## config.mk

```make
export PLATFORM = sky130hd
export DESIGN_NAME = lcdbc_top
export DESIGN_NICKNAME = d
export VERILOG_FILES = /design/src/pkg/lcdbc_pkg.sv /design/src/pkg/lcdbc_seg_if.sv /design/src/logic/lcdbc_segmux.sv /design/src/logic/lcdbc_top.sv
export SDC_FILE = /design/constraint.sdc
export NUM_CORES = 1
export LEC_CHECK = 0
export BUFFER_PORTS_ARGS = -buffer_cell sky130_fd_sc_hd__buf_2
export CORE_AREA = 2 2 156 173
export DETAILED_ROUTE_END_ITERATION = 10
export DIE_AREA = 0 0 158 175
export PLACE_DENSITY = 0.77
export SLEW_MARGIN = 25
export SYNTH_ARGS = -nofsm -noshare
export SYNTH_HDL_FRONTEND = slang
export SYNTH_SLANG_ARGS = --single-unit
```

## constraint.sdc

```tcl
create_clock -name i_ref_clk -period 3.55 [get_ports i_ref_clk]
set_input_delay 0.355 -clock i_ref_clk [delete_from_list [all_inputs] [get_ports i_ref_clk]]
set_output_delay 0.355 -clock i_ref_clk [all_outputs]
set_load 0.03 [all_outputs]
```

## src/pkg/lcdbc_pkg.sv

```systemverilog
/*
 * Constants, register map and types of the segment LCD drive and bias control block.
 * Assumes a 100 MHz single clock and a 32-bit AHB-Lite register bus.
 */
package lcdbc_pkg;

    ////////////////////////////////////////////////////////////////////////////
    // Register byte offsets
    localparam logic [7:0] CTRL_OFS = 8'h00;
    localparam logic [7:0] VOLT_OFS = 8'h04;
    localparam logic [7:0] STAT_OFS = 8'h08;
    localparam logic [7:0] MEM_OFS = 8'h10;
    localparam int MEM_WORDS = 5;

    ////////////////////////////////////////////////////////////////////////////
    // Control register fields
    localparam int CTRL_ENABLE_POS = 0;
    localparam int CTRL_VISIBLE_POS = 2;
    localparam int CTRL_MUX_POS = 3;
    localparam int CTRL_HALF_POS = 5;

    // Voltage register fields
    localparam int VOLT_LEVEL_POS = 0;
    localparam int VOLT_PUMP_EN_POS = 4;
    localparam int VOLT_EXT_SUP_POS = 5;
    localparam int VOLT_REF_POS = 6;
    localparam int VOLT_EXT_BIAS_POS = 8;
    localparam int VOLT_LOW_EXT_POS = 9;

    // Status register fields
    localparam int STAT_SUPPLY_POS = 0;
    localparam int STAT_PUMP_RUN_POS = 2;
    localparam int STAT_BIAS_EN_POS = 3;
    localparam int STAT_OSC_STOP_POS = 4;
    localparam int STAT_PHASE_POS = 5;
    localparam int STAT_POL_POS = 7;

    ////////////////////////////////////////////////////////////////////////////
    // Glass geometry
    localparam int SEG_PINS = 40;
    localparam int COM_LINES = 4;
    localparam int MEM_BITS = SEG_PINS * COM_LINES;

    // Encodings and reset values
    localparam logic [3:0] LEVEL_OFF = 4'h0;
    localparam logic [1:0] REF_NONE = 2'h0;
    localparam logic [1:0] REF_EXT_PIN = 2'h1;
    localparam logic [2:0] HSIZE_WORD = 3'h2;
    localparam logic [31:0] WORD_RESET = 32'h0000_0000;

    ////////////////////////////////////////////////////////////////////////////
    // Common-line phase timing
    localparam int CLK_MHZ = 100;
    localparam int PHASE_TIME_US = 1000;
    localparam int PHASE_CYCLES = PHASE_TIME_US * CLK_MHZ;

    typedef enum logic [1:0] {MUX_STATIC, MUX_2, MUX_3, MUX_4} lcdbc_mux_type;
    typedef enum logic [1:0] {SUP_AVCC, SUP_PUMP, SUP_HELD, SUP_EXT_PIN} lcdbc_supply_type;

endpackage

```

## src/pkg/lcdbc_seg_if.sv

```systemverilog
/*
 * Carrier between the control core and the segment gating module.
 * Assumes both ends run on the same clock.
 */
`timescale 1ns/100ps
interface lcdbc_seg_if;
    logic [lcdbc_pkg::MEM_BITS-1:0] mem;
    logic [1:0] phase;
    logic enable;
    logic visible;
    logic polarity;
    logic [lcdbc_pkg::SEG_PINS-1:0] seg_on;
    logic [lcdbc_pkg::COM_LINES-1:0] com_on;
    logic drive_pol;

    modport ctl(output mem, phase, enable, visible, polarity,
                input seg_on, com_on, drive_pol);
    modport mux(input mem, phase, enable, visible, polarity,
                output seg_on, com_on, drive_pol);
endinterface

```

## src/logic/lcdbc_segmux.sv

```systemverilog
/*
 * Segment gating: picks each pin's memory bit for the active common line.
 * Assumes phase never exceeds the mux rate minus one; the core guarantees it.
 */
`timescale 1ns/100ps
module lcdbc_segmux (
    input wire logic i_ref_clk,
    input wire logic i_rst_n,
    lcdbc_seg_if.mux seg
);

    typedef struct packed {
        logic [lcdbc_pkg::SEG_PINS-1:0] seg_on;
        logic [lcdbc_pkg::COM_LINES-1:0] com_on;
        logic drive_pol;
    } lcdbc_segmux_state_type;

    lcdbc_segmux_state_type r;
    lcdbc_segmux_state_type next_r;

    always_comb begin
        next_r = '0;
        // Disabled glass sees all lines at rest, no ac drive
        if (seg.enable) begin
            next_r.com_on[seg.phase] = 1'b1;
            next_r.drive_pol = seg.polarity;
            for (int s = 0; s < lcdbc_pkg::SEG_PINS; s++) begin
                // Pin s keeps its N segments in nibble bits 0..N-1
                next_r.seg_on[s] = seg.visible
                    & seg.mem[s * lcdbc_pkg::COM_LINES + int'(seg.phase)];
            end
        end
    end

    always_ff @(posedge i_ref_clk) begin
        if (!i_rst_n) begin
            r <= '0;
        end else begin
            r <= next_r;
        end
    end

    assign seg.seg_on = r.seg_on;
    assign seg.com_on = r.com_on;
    assign seg.drive_pol = r.drive_pol;

endmodule

```

## src/logic/lcdbc_top.sv

```systemverilog
/*
 * Segment LCD drive and bias control: registers, supply and bias source selection,
 * common-line phase sequencing and segment output gating.
 * Assumes an AHB-Lite master with single word transfers and an analog macro that
 * obeys the source and enable levels driven here.
 */
// Function
// - A set display-memory bit turns its segment on; unused bits depend on mux rate.
// - Segments-visible bit is ANDed with each segment bit; zero blanks all.
// - Oscillator stopped or module disabled turns off all internal voltage generation.
// - Supply from analog rail when external select, pump level, reference all zero.
// - Supply from charge pump when not external, pump enabled, level nonzero.
// - Pump disabled with nonzero level pauses; held capacitor then supplies the glass.
// - Reference select 01 makes pump regulate to three times reference, ignoring level.
// - External supply select takes supply from capacitor pin and forces pump off.
// - External bias select takes middle rails from pins and stops internal generator.
// - Lowest-rail external select takes the lowest rail from its pin.
// - With external divider, top rail pin is switched output, or input when external.
// - In multiplexed modes half-bias select gives 1/2 bias, else 1/3 bias.
// - Static mode disables the bias divider; only top and bottom rails used.
// - Mux field: 00 static, 01 2-mux, 10 3-mux, 11 4-mux.
// - N-mux pin carries N segments over commons 0..N-1; static uses common 0.
`timescale 1ns/100ps
module lcdbc_top #(
    parameter int PHASE_CYCLES = lcdbc_pkg::PHASE_CYCLES
) (
    input wire logic i_ref_clk,
    input wire logic i_rst_n,
    input wire logic i_hsel,
    input wire logic [31:0] i_haddr,
    input wire logic [1:0] i_htrans,
    input wire logic i_hwrite,
    input wire logic [2:0] i_hsize,
    input wire logic [31:0] i_hwdata,
    input wire logic i_hready,
    output logic o_hreadyout,
    output logic o_hresp,
    output logic [31:0] o_hrdata,
    input wire logic i_aux_oscillator_stopped,
    output logic [lcdbc_pkg::SEG_PINS-1:0] o_seg_on,
    output logic [lcdbc_pkg::COM_LINES-1:0] o_com_on,
    output logic o_drive_polarity,
    output lcdbc_pkg::lcdbc_supply_type o_supply_source,
    output logic o_pump_run,
    output logic o_pump_ext_ref,
    output logic [3:0] o_pump_target,
    output logic o_bias_gen_en,
    output logic o_bias_half,
    output logic o_rail_mid_ext,
    output logic o_rail_low_ext,
    output logic o_top_rail_pin_o,
    output logic o_top_rail_pin_oe
);

    ////////////////////////////////////////////////////////////////////////////
    // State

    typedef struct packed {
        logic module_enable_bit;
        logic segments_visible;
        lcdbc_pkg::lcdbc_mux_type mux_rate_field;
        logic half_bias_select;
        logic [3:0] pump_voltage_setting;
        logic pump_enable;
        logic external_supply_select;
        logic [1:0] reference_select_field;
        logic external_bias_select;
        logic lowest_rail_external_select;
        logic [lcdbc_pkg::MEM_WORDS-1:0][31:0] mem;
        logic wr_pend;
        logic [7:0] wr_addr;
        logic [31:0] rdata;
        logic [2:0] osc_sync;
        logic aux_oscillator_stopped;
        logic [31:0] div_cnt;
        logic [1:0] phase;
        logic polarity;
        lcdbc_pkg::lcdbc_supply_type supply;
        logic pump_run;
        logic pump_ext_ref;
        logic [3:0] pump_target;
        logic bias_gen_en;
        logic bias_half;
        logic rail_mid_ext;
        logic rail_low_ext;
        logic top_oe;
        logic top_out;
    } lcdbc_top_state_type;

    lcdbc_top_state_type r;
    lcdbc_top_state_type next_r;

    lcdbc_seg_if seg_bus ();

    ////////////////////////////////////////////////////////////////////////////
    // Helpers

    // Word-aligned offset in the decoded window, or out of range
    function automatic logic addr_in_map(input logic [31:0] a);
        addr_in_map = (a[31:8] == 24'h00_0000) && (a[1:0] == 2'b00);
    endfunction

    // Memory word index for an offset in the memory window
    function automatic int mem_index(input logic [7:0] a);
        mem_index = int'((a - lcdbc_pkg::MEM_OFS) >> 2);
    endfunction

    function automatic logic is_mem(input logic [7:0] a);
        is_mem = (a >= lcdbc_pkg::MEM_OFS) && (mem_index(a) < lcdbc_pkg::MEM_WORDS);
    endfunction

    // Last phase of a frame for the given rate
    function automatic logic [1:0] last_phase(input lcdbc_pkg::lcdbc_mux_type m);
        case (m)
            lcdbc_pkg::MUX_STATIC: last_phase = 2'h0;
            lcdbc_pkg::MUX_2: last_phase = 2'h1;
            lcdbc_pkg::MUX_3: last_phase = 2'h2;
            lcdbc_pkg::MUX_4: last_phase = 2'h3;
            default: last_phase = 2'h0;
        endcase
    endfunction

    function automatic logic [31:0] reg_read(input lcdbc_top_state_type s, input logic [7:0] a);
        logic [31:0] v;
        v = lcdbc_pkg::WORD_RESET;
        if (a == lcdbc_pkg::CTRL_OFS) begin
            v[lcdbc_pkg::CTRL_ENABLE_POS] = s.module_enable_bit;
            v[lcdbc_pkg::CTRL_VISIBLE_POS] = s.segments_visible;
            v[lcdbc_pkg::CTRL_MUX_POS +: 2] = s.mux_rate_field;
            v[lcdbc_pkg::CTRL_HALF_POS] = s.half_bias_select;
        end else if (a == lcdbc_pkg::VOLT_OFS) begin
            v[lcdbc_pkg::VOLT_LEVEL_POS +: 4] = s.pump_voltage_setting;
            v[lcdbc_pkg::VOLT_PUMP_EN_POS] = s.pump_enable;
            v[lcdbc_pkg::VOLT_EXT_SUP_POS] = s.external_supply_select;
            v[lcdbc_pkg::VOLT_REF_POS +: 2] = s.reference_select_field;
            v[lcdbc_pkg::VOLT_EXT_BIAS_POS] = s.external_bias_select;
            v[lcdbc_pkg::VOLT_LOW_EXT_POS] = s.lowest_rail_external_select;
        end else if (a == lcdbc_pkg::STAT_OFS) begin
            v[lcdbc_pkg::STAT_SUPPLY_POS +: 2] = s.supply;
            v[lcdbc_pkg::STAT_PUMP_RUN_POS] = s.pump_run;
            v[lcdbc_pkg::STAT_BIAS_EN_POS] = s.bias_gen_en;
            v[lcdbc_pkg::STAT_OSC_STOP_POS] = s.aux_oscillator_stopped;
            v[lcdbc_pkg::STAT_PHASE_POS +: 2] = s.phase;
            v[lcdbc_pkg::STAT_POL_POS] = s.polarity;
        end else if (is_mem(a)) begin
            v = s.mem[mem_index(a)];
        end
        return v;
    endfunction

    ////////////////////////////////////////////////////////////////////////////
    // Next state

    logic addr_phase;
    logic gen_ok;
    logic pump_wanted;
    logic multiplexed;

    always_comb begin
        next_r = r;
        addr_phase = i_hsel && i_htrans[1] && i_hready;

        // Bus write data phase; applied before any read so a back-to-back
        // read of the same word sees the new value
        next_r.wr_pend = 1'b0;
        if (r.wr_pend) begin
            if (r.wr_addr == lcdbc_pkg::CTRL_OFS) begin
                next_r.module_enable_bit = i_hwdata[lcdbc_pkg::CTRL_ENABLE_POS];
                next_r.segments_visible = i_hwdata[lcdbc_pkg::CTRL_VISIBLE_POS];
                next_r.mux_rate_field =
                    lcdbc_pkg::lcdbc_mux_type'(i_hwdata[lcdbc_pkg::CTRL_MUX_POS +: 2]);
                next_r.half_bias_select = i_hwdata[lcdbc_pkg::CTRL_HALF_POS];
            end else if (r.wr_addr == lcdbc_pkg::VOLT_OFS) begin
                next_r.pump_voltage_setting = i_hwdata[lcdbc_pkg::VOLT_LEVEL_POS +: 4];
                next_r.pump_enable = i_hwdata[lcdbc_pkg::VOLT_PUMP_EN_POS];
                next_r.external_supply_select = i_hwdata[lcdbc_pkg::VOLT_EXT_SUP_POS];
                next_r.reference_select_field = i_hwdata[lcdbc_pkg::VOLT_REF_POS +: 2];
                next_r.external_bias_select = i_hwdata[lcdbc_pkg::VOLT_EXT_BIAS_POS];
                next_r.lowest_rail_external_select = i_hwdata[lcdbc_pkg::VOLT_LOW_EXT_POS];
            end else if (is_mem(r.wr_addr)) begin
                next_r.mem[mem_index(r.wr_addr)] = i_hwdata;
            end
        end

        // Address phase; unmapped accesses read zero and write nothing; non-word writes are dropped, non-word reads return the word
        if (addr_phase) begin
            if (i_hwrite) begin
                next_r.wr_pend = addr_in_map(i_haddr) && (i_hsize == lcdbc_pkg::HSIZE_WORD);
                next_r.wr_addr = i_haddr[7:0];
            end else if (addr_in_map(i_haddr)) begin
                next_r.rdata = reg_read(next_r, i_haddr[7:0]);
            end else begin
                next_r.rdata = lcdbc_pkg::WORD_RESET;
            end
        end

        // Pin input: counted only once the second and third stages agree
        next_r.osc_sync = {r.osc_sync[1:0], i_aux_oscillator_stopped};
        if (r.osc_sync[1] == r.osc_sync[2]) begin
            next_r.aux_oscillator_stopped = r.osc_sync[2];
        end

        // Common-line sequencing; one polarity flip per frame keeps drive ac
        if (!r.module_enable_bit) begin
            next_r.div_cnt = 32'h0000_0000;
            next_r.phase = 2'h0;
            next_r.polarity = 1'b0;
        end else if (r.phase > last_phase(next_r.mux_rate_field)) begin
            // Shrinking the rate wraps in the write's own cycle, never overruns
            next_r.div_cnt = 32'h0000_0000;
            next_r.phase = 2'h0;
        end else if (r.div_cnt >= 32'(PHASE_CYCLES - 1)) begin
            next_r.div_cnt = 32'h0000_0000;
            if (r.phase >= last_phase(next_r.mux_rate_field)) begin
                next_r.phase = 2'h0;
                next_r.polarity = !r.polarity;
            end else begin
                next_r.phase = r.phase + 2'h1;
            end
        end else begin
            next_r.div_cnt = r.div_cnt + 32'h0000_0001;
        end

        // Supply and bias steering
        gen_ok = r.module_enable_bit && !r.aux_oscillator_stopped;
        multiplexed = r.mux_rate_field != lcdbc_pkg::MUX_STATIC;
        pump_wanted = (r.pump_voltage_setting != lcdbc_pkg::LEVEL_OFF)
            || (r.reference_select_field == lcdbc_pkg::REF_EXT_PIN);
        next_r.pump_run = !r.external_supply_select && r.pump_enable
            && pump_wanted && gen_ok;
        if (r.external_supply_select) begin
            next_r.supply = lcdbc_pkg::SUP_EXT_PIN;
        end else if (r.pump_voltage_setting == lcdbc_pkg::LEVEL_OFF
                     && r.reference_select_field == lcdbc_pkg::REF_NONE) begin
            next_r.supply = lcdbc_pkg::SUP_AVCC;
        end else if (next_r.pump_run) begin
            next_r.supply = lcdbc_pkg::SUP_PUMP;
        end else begin
            // Pump paused: the capacitor charge carries the glass
            next_r.supply = lcdbc_pkg::SUP_HELD;
        end
        next_r.pump_ext_ref = r.reference_select_field == lcdbc_pkg::REF_EXT_PIN;
        next_r.pump_target = next_r.pump_ext_ref ? lcdbc_pkg::LEVEL_OFF
                                                 : r.pump_voltage_setting;
        next_r.bias_gen_en = gen_ok && !r.external_bias_select
            && multiplexed;
        next_r.bias_half = multiplexed && r.half_bias_select;
        next_r.rail_mid_ext = r.external_bias_select;
        next_r.rail_low_ext = r.lowest_rail_external_select;
        // Switched top rail lets the ladder be powered down with the module
        next_r.top_oe = r.external_bias_select && !r.external_supply_select;
        next_r.top_out = next_r.top_oe && gen_ok;
    end

    always_ff @(posedge i_ref_clk) begin
        if (!i_rst_n) begin
            r <= '0;
        end else begin
            r <= next_r;
        end
    end

    ////////////////////////////////////////////////////////////////////////////
    // Segment gating

    assign seg_bus.mem = r.mem;
    assign seg_bus.phase = r.phase;
    assign seg_bus.enable = r.module_enable_bit;
    assign seg_bus.visible = r.segments_visible;
    assign seg_bus.polarity = r.polarity;

    lcdbc_segmux u_segmux (
        .i_ref_clk(i_ref_clk),
        .i_rst_n(i_rst_n),
        .seg(seg_bus.mux)
    );

    ////////////////////////////////////////////////////////////////////////////
    // Outputs

    // Zero wait states: every access completes in its first data cycle
    assign o_hreadyout = 1'b1;
    assign o_hresp = 1'b0;
    assign o_hrdata = r.rdata;
    assign o_seg_on = seg_bus.seg_on;
    assign o_com_on = seg_bus.com_on;
    assign o_drive_polarity = seg_bus.drive_pol;
    assign o_supply_source = r.supply;
    assign o_pump_run = r.pump_run;
    assign o_pump_ext_ref = r.pump_ext_ref;
    assign o_pump_target = r.pump_target;
    assign o_bias_gen_en = r.bias_gen_en;
    assign o_bias_half = r.bias_half;
    assign o_rail_mid_ext = r.rail_mid_ext;
    assign o_rail_low_ext = r.rail_low_ext;
    assign o_top_rail_pin_o = r.top_out;
    assign o_top_rail_pin_oe = r.top_oe;

endmodule

```

---- Word level (Yosys, flattened, before mapping) ----
Index checks and enable logic that the tools add are counted.
word-level totals
  register bits after elaboration ......... 314
  output and inout bits ................... 93
  word-level logic and storage cells ...... 375
operators by class
  add/sub/neg operators ................... 43
  $lt $le $gt $ge ......................... 52
  equality and inequality tests ........... 9
  multiplexer cells ....................... 151
  bitwise gates (word level) .............. 44
  reduce and logical (&&, ||, !) cells .... 40
operators by type and width
  cell                                                                 number
  < comparator 32 x 10 -> 1 bit, second input constant                 39
  2-to-1 mux 160 bit                                                   2
  binary-select mux 1 bit (select 8 bit)                               39
  2-to-1 mux 175 bit                                                   1
  2-to-1 mux 170 bit                                                   1
  bitwise mux 160 bit                                                  1
  adder 7 x 2 -> 8 bit, first input constant                           16
  2-to-1 mux 32 bit                                                    4
  binary-select mux 32 bit (select 3 bit)                              1
  demux 32 bit (select 3 bit)                                          1
  2-to-1 mux 1 bit                                                     82
  adder 8 x 2 -> 9 bit, first input constant                           8
  < comparator 30 x 3 -> 1 bit, second input constant                  2
  < comparator 30 x 4 -> 1 bit, second input constant                  2
  adder 6 x 2 -> 7 bit, first input constant                           8
  bitwise AND 1 bit                                                    40
  adder 32 x 1 -> 32 bit, second input constant                        1
  greater-or-equal comparator 32 x 17 -> 1 bit, second input constant  1
  greater-or-equal comparator 30 x 1 -> 1 bit, second input constant   1
  2-to-1 mux 26 bit                                                    1
  adder 5 x 2 -> 6 bit, first input constant                           4
  logical NOT 24 bit                                                   1
  2-to-1 mux 24 bit                                                    1
  2-to-1 mux 22 bit                                                    1
  38 further kinds                                                     81

---- Longest topological paths before layout ----
  word-level depth ........................ 18
  mapped depth ............................ 12

---- Modules after synthesis ----
Synthesis repeated with hierarchy kept, for this count alone.
second synthesis, totals
  cell total of the unflattened synthesis .. 1,434
  area, all modules ....................... 13,753.2 µm²
by module, submodules not included
  module        instances  cells each  area an instance (µm²)  sequential area each (µm²)
  lcdbc_top     1          1,242       11,573.6                5,385.2
  lcdbc_segmux  1          192         2,179.6                 900.9

---- Worst setup path after synthesis ----
No wires, ideal clock.
  path kind ............................... input to register
  start point ............................. in i_haddr[4]
  end point ............................... reg r (netlist bit o_hrdata[27])
  library setup time ...................... 0.058 ns
  data arrival time ....................... 2.748 ns
  required time ........................... 3.492 ns
  setup slack ............................. 0.744 ns
  stages .................................. 10
  buffers on the path ..................... 2
  cells stage by stage .................... clkbuf_1 inv_1 ha_1 or3b_1 o31ai_2 a21boi_1 nand3_1 clkbuf_1 a2111oi_0 o21a_1
on the way
  longest elaborated chain between the ends .. 8
  elaborated cells on any way between the ends .. 14
RTL lines
  element                                                                                  line                                source
  from (decl)                                                                              lcdbc_top.sv:30                     input wire logic [31:0] i_haddr,
  subtractor 8 x 5 -> 9 bit                                                                lcdbc_top.sv:105                    mem_index = int'((a - lcdbc_pkg::MEM_OFS) >> 2);
  < comparator 30 x 3 -> 1 bit or binary-select mux 32 bit (select 3 bit) (tied branches)  lcdbc_top.sv:109, lcdbc_top.sv:146
  logical AND 1 bit or 2-to-1 mux 32 bit (tied branches)                                   lcdbc_top.sv:109, lcdbc_top.sv:146
  2-to-1 mux 32 bit                                                                        lcdbc_top.sv:145                    end else if (is_mem(a)) begin
  2-to-1 mux 24 bit                                                                        lcdbc_top.sv:138                    end else if (a == lcdbc_pkg::STAT_OFS) begin
  2-to-1 mux 22 bit                                                                        lcdbc_top.sv:131                    end else if (a == lcdbc_pkg::VOLT_OFS) begin
  2-to-1 mux 26 bit *                                                                      lcdbc_top.sv:126                    if (a == lcdbc_pkg::CTRL_OFS) begin
  2-to-1 mux 32 bit *                                                                      lcdbc_top.sv:190                    end else if (addr_in_map(i_haddr)) begin
  to (signal assigned)                                                                     lcdbc_top.sv:259                    r <= next_r;
  to (decl)                                                                                lcdbc_top.sv:90                     lcdbc_top_state_type r;
Mark *: on every way between the ends. The rest lies on a longest branch, timed or not. The select of a mux whose other input is x is not followed.
A chain may end at the register's enable or synchronous reset.

---- Worst setup path in the final report ----
  start point ............................. reg r[89] in the netlist's numbering
  end point ............................... reg r (netlist bit o_hrdata[8])
on the way
  longest elaborated chain between the ends .. 17
  elaborated cells on any way between the ends .. 24
RTL lines
  element                                                                                                            line              source
  subtractor 8 x 5 -> 9 bit                                                                                          lcdbc_top.sv:105
  greater-or-equal comparator 30 x 1 -> 1 bit (not written as such) or < comparator 30 x 4 -> 1 bit (tied branches)  lcdbc_top.sv:181  next_r.mem[mem_index(r.wr_addr)] = i_hwdata;
  logical AND 1 bit (not written as such)                                                                            lcdbc_top.sv:181
  2-to-1 mux 32 bit (not written as such)                                                                            lcdbc_top.sv:181
  demux 32 bit (select 3 bit)                                                                                        lcdbc_top.sv:181
  bitwise mux 160 bit                                                                                                lcdbc_top.sv:181
  2-to-1 mux 160 bit                                                                                                 lcdbc_top.sv:180  end else if (is_mem(r.wr_addr)) begin
  2-to-1 mux 160 bit                                                                                                 lcdbc_top.sv:173  end else if (r.wr_addr == lcdbc_pkg::VOLT_OFS) begin
  2-to-1 mux 170 bit *                                                                                               lcdbc_top.sv:167  if (r.wr_addr == lcdbc_pkg::CTRL_OFS) begin
  2-to-1 mux 175 bit *                                                                                               lcdbc_top.sv:166  if (r.wr_pend) begin
  binary-select mux 32 bit (select 3 bit)                                                                            lcdbc_top.sv:146  v = s.mem[mem_index(a)];
  2-to-1 mux 32 bit (not written as such)                                                                            lcdbc_top.sv:146
  2-to-1 mux 32 bit                                                                                                  lcdbc_top.sv:145
  2-to-1 mux 24 bit                                                                                                  lcdbc_top.sv:138
  2-to-1 mux 10 bit *                                                                                                lcdbc_top.sv:131
  2-to-1 mux 26 bit *                                                                                                lcdbc_top.sv:126
  2-to-1 mux 32 bit *                                                                                                lcdbc_top.sv:190
Marked as above.

==> results by group <==
Clock network
  • CTS Buffer Depth: 3
  • CTS tree: yes
  • CTS sink count: roughly 310
  • Clk pin slew, worst setup/hold paths: approximately 0.06 ns
  • Worst-Skew Late Latency: about 0.56 ns
  • Post-CTS sizing: 0
  • Root Driver: clkbuf_16
  • H-tree depth: 1
  • Inserted Clock Buffers: 31

Worst hold path
  • Hold Startpoint: i_hsize[2]
  • Hold Path Cell Cnt: 3
  • Hold path endpoint: r[93]
  • Worst hold path class: input pin to register

Placement
  • Hpwl dp: ~24,000 µm
  • Buffers on Ports: about 160
  • RD Place Congestion: between 0.9 and 1

Power and ir drop
  • VDD IR-drop max: approximately 400 µV
  • LEAKAGE: 7.53 nW
  • Pwr Density: 453 mW/mm²

Global route
  • All-layer global routing usage: 0.261
  • Grt met1 use: 0.345
  • Gr ovfl total: 0
  • Initial antenna violation count: 1
  • Largest net degree at the start of global routing: 77
  • GRT met2 Usage: 0.426
  • Vias in the first global route: about 11,000
  • First-pass GRT wire length: roughly 57,000 µm
  • Global route hottest layer: met2
  • Routing usage on met3: 0.0471

Logic synthesis
  • Yosys top cell by area: dfxtp_1
  • Ys flop type: dfxtp_1
  • Seq/Total Area, Yosys: 0.462
  • Mapped Area: 0.0136 mm²
  • Unique masters post-synth: 64
  • Seq cells post-synth: 314
  • Mean Syn Cell Area: 9.84 µm²
  • FFs w/ async S/R, synth: 0
  • Number of flops mapped to enable cells by yosys: 0
  • Top post-synthesis cells by area: dfxtp_1 46%, mux2i_1 13%, mux4_2 6.6%
  • Synth warn: 0
  • Post-Syn Instances: approximately 1,400
  • Yosys top cell area share: 0.462

Routing
  • DR vias: 10,975
  • Drt pass-1 iters: 5
  • Wire per inst: just under 20 µm
  • DRT iter0 DRCs: slightly below 800
  • Number of vias per cell: between 5 and 6
  • DR DRC count: 0
  • Detail Route Antenna Nets: 0
  • Final WL: 36,400 µm

Setup path
  • Crit path launch type: register
  • Reg2reg end: o_hrdata[8]
  • Required @ worst endpoint: about 4 ns
  • Crit path kind: register to register
  • Worst EP arrival: between 3 and 4 ns
  • FF-to-FF setup slack: 0.53 ns
  • Maximum fanout along the worst path: 34
  • R2r startpoint: r[89]
  • R2R depth: 9
  • CP endpoint kind: register

Final layout
  • Commonest cells after routing, fill and taps aside: 312 x dfxtp_1, 217 x nor2_1, 178 x mux2i_1, 164 x buf_2, 77 x nand2_1
  • Area delta synth->final: 14.3%
  • Most common cell after layout, fill and taps aside: dfxtp_1
  • # fillers: 2,214
  • Fin nets: ~1,600
  • Share of cells above drive strength 1: 0.200
  • Final core occ: 0.599

Die
  • Die Width: between 150 and 200 µm
  • Die ar.: between 0.02 and 0.03 mm²
  • Die H: 175 µm
  • Row cnt: 62
  • Initial Util: 0.525
  • Core area: between 0.02 and 0.03 mm²
  • Ports: 168

STA
  • Final Skew: approximately 0.008 ns
  • Post-route minimum period: 3.02 ns
  • RSZ-0062 raised after global routing: no
  • Fin. max-slew vios: 0
  • Final worst path period share: 0.852
  • Slew HR: 0.366
  • Setup-failing EPs final: 0
  • Fmax: about 330 MHz
  • Worst slew pin tran: approximately 0.95 ns
  • Final Hold Vio Count: 0
  • Setup TNS: 0 ns

Run
  • Max-Cap Viols: 0

Status
  • Status: completed
through the flow:
| step | instances | hold slack [ns] | area (µm²) | power (W) | worst slack (ns) |
|---|---|---|---|---|---|
| final | 1872 | 0.0428 | 15500 | 0.00704 | 0.527 |
| after global routing | 1871 | 0.0449 | 15500 | 0.00726 | 0.325 |
| after CTS | 1871 | 0.0293 | 15500 | 0.00707 | 0.563 |
| after detailed placement | 1812 | 0.430 | 14500 | 0.00390 | 0.524 |
| after global placement | 1812 | 0.429 | 14500 | 0.00390 | 0.570 |
| after floorplan | 1396 | 0.409 | 13700 | 0.00377 | 0.744 |
critical path, cell delays in order, from the launching register on:
cell and delay, ns:
dfxtp_1 0.40, inv_1 0.11, ha_1 0.25, o41ai_1 0.59, nand3b_1 0.22, buf_12 0.25
mux2i_1 0.28, mux2i_1 0.15, a311o_1 0.40, a41o_1 0.24
where the power goes:
part	total [W]	internal (W)	switching [W]
logic	0.000292	0.0000972	0.000195
clock network	0.00321	0.00184	0.00136
registers	0.00354	0.00354	0.00000552
total	0.00704	0.00547	0.00156
cell usage after synthesis (all sizes together), types with 4 or more instances:
cell type and count:
o21a 23, dfxtp 314, or2 4, and3 53, nand4b 4, nand4 17, a2111oi 5, o21ai 36
mux2i 178, nand3 31, inv 12, a22o 36, o22ai 6, nand2 77, nor2b 4, nor2 219
nand2b 4, xnor2 4, clkbuf 67, xor2 11, a31oi 6, a21oi 34, a221oi 4, ha 13
a22oi 5, nor3 30, buf 67, mux4 40, and2 18, nor4 15
final cells by class:
cell class / instances / area (µm²) / area share
antenna: 1 / 2.50 / 0.000161
clock inverter: 13 / 128 / 0.00822
sequential: 314 / 6290 / 0.405
timing repair buffer: 199 / 1120 / 0.0723
tap: 352 / 440 / 0.0284
multi-input combinational: 935 / 6630 / 0.427
clock buffer: 45 / 868 / 0.0559
inverter: 13 / 51.3 / 0.00330
per-layer routing:
| metal | wire length [µm] | vias to the layer above |
|---|---|---|
| li1 | - | 5078 |
| met1 | 15100 | 5232 |
| met2 | 17000 | 554 |
| met3 | 3060 | 111 |
| met4 | 1290 | 0 |
| met5 | 0 | - |
what timing repair did:
item / CTS / global route
hold buffers: 1 / 0
setup buffers: 0 / 0
endpoints found under the hold margin: 1 / 0
registers in the layout (all words and copies together) (netlist names):
| name | flops |
|---|---|
| seg_bus.polarity | 1 |
| o_top_rail_pin_oe | 1 |
| o_pump_target | 4 |
| o_rail_mid_ext | 1 |
| o_pump_ext_ref | 1 |
| o_pump_run | 1 |
| u_segmux.seg.seg_on | 40 |
| o_bias_half | 1 |
| r | 214 |
| seg_bus.visible | 1 |
| u_segmux.seg.com_on | 4 |
| o_bias_gen_en | 1 |
| o_top_rail_pin_o | 1 |
| o_hrdata | 32 |
| next_r | 4 |
| u_segmux.seg.drive_pol | 1 |
| o_supply_source | 2 |
| seg_bus.enable | 1 |
| o_rail_low_ext | 1 |
| seg_bus.phase | 2 |
how the worst max path moves through the flow:
| stage | from | endpoint | slack, ns | cells after the start |
|---|---|---|---|---|
| floorplan | i_haddr[4] | o_hrdata[27] | 0.74 | 10 |
| global placement | i_haddr[4] | o_hrdata[31] | 0.57 | 11 |
| detailed placement | i_haddr[4] | o_hrdata[31] | 0.52 | 11 |
| CTS | r[89] | o_hrdata[8] | 0.56 | 9 |
| global route | r[89] | o_hrdata[31] | 0.32 | 9 |
| finish | r[89] | o_hrdata[8] | 0.53 | 9 |
cell families (layout without fill, tap and decap cells):
logic type,count (synthesis),in the layout,synth area share
fa+ha+maj,13,13,0.0120
other cells,2,18,0.000552
xor+xnor,15,15,0.00966
flops,314,314,0.462
buf+inv,147,270,0.0549
compound gates,177,177,0.0908
mux,221,221,0.200
simple gates,492,492,0.170
(Power assumes the default switching activity.)
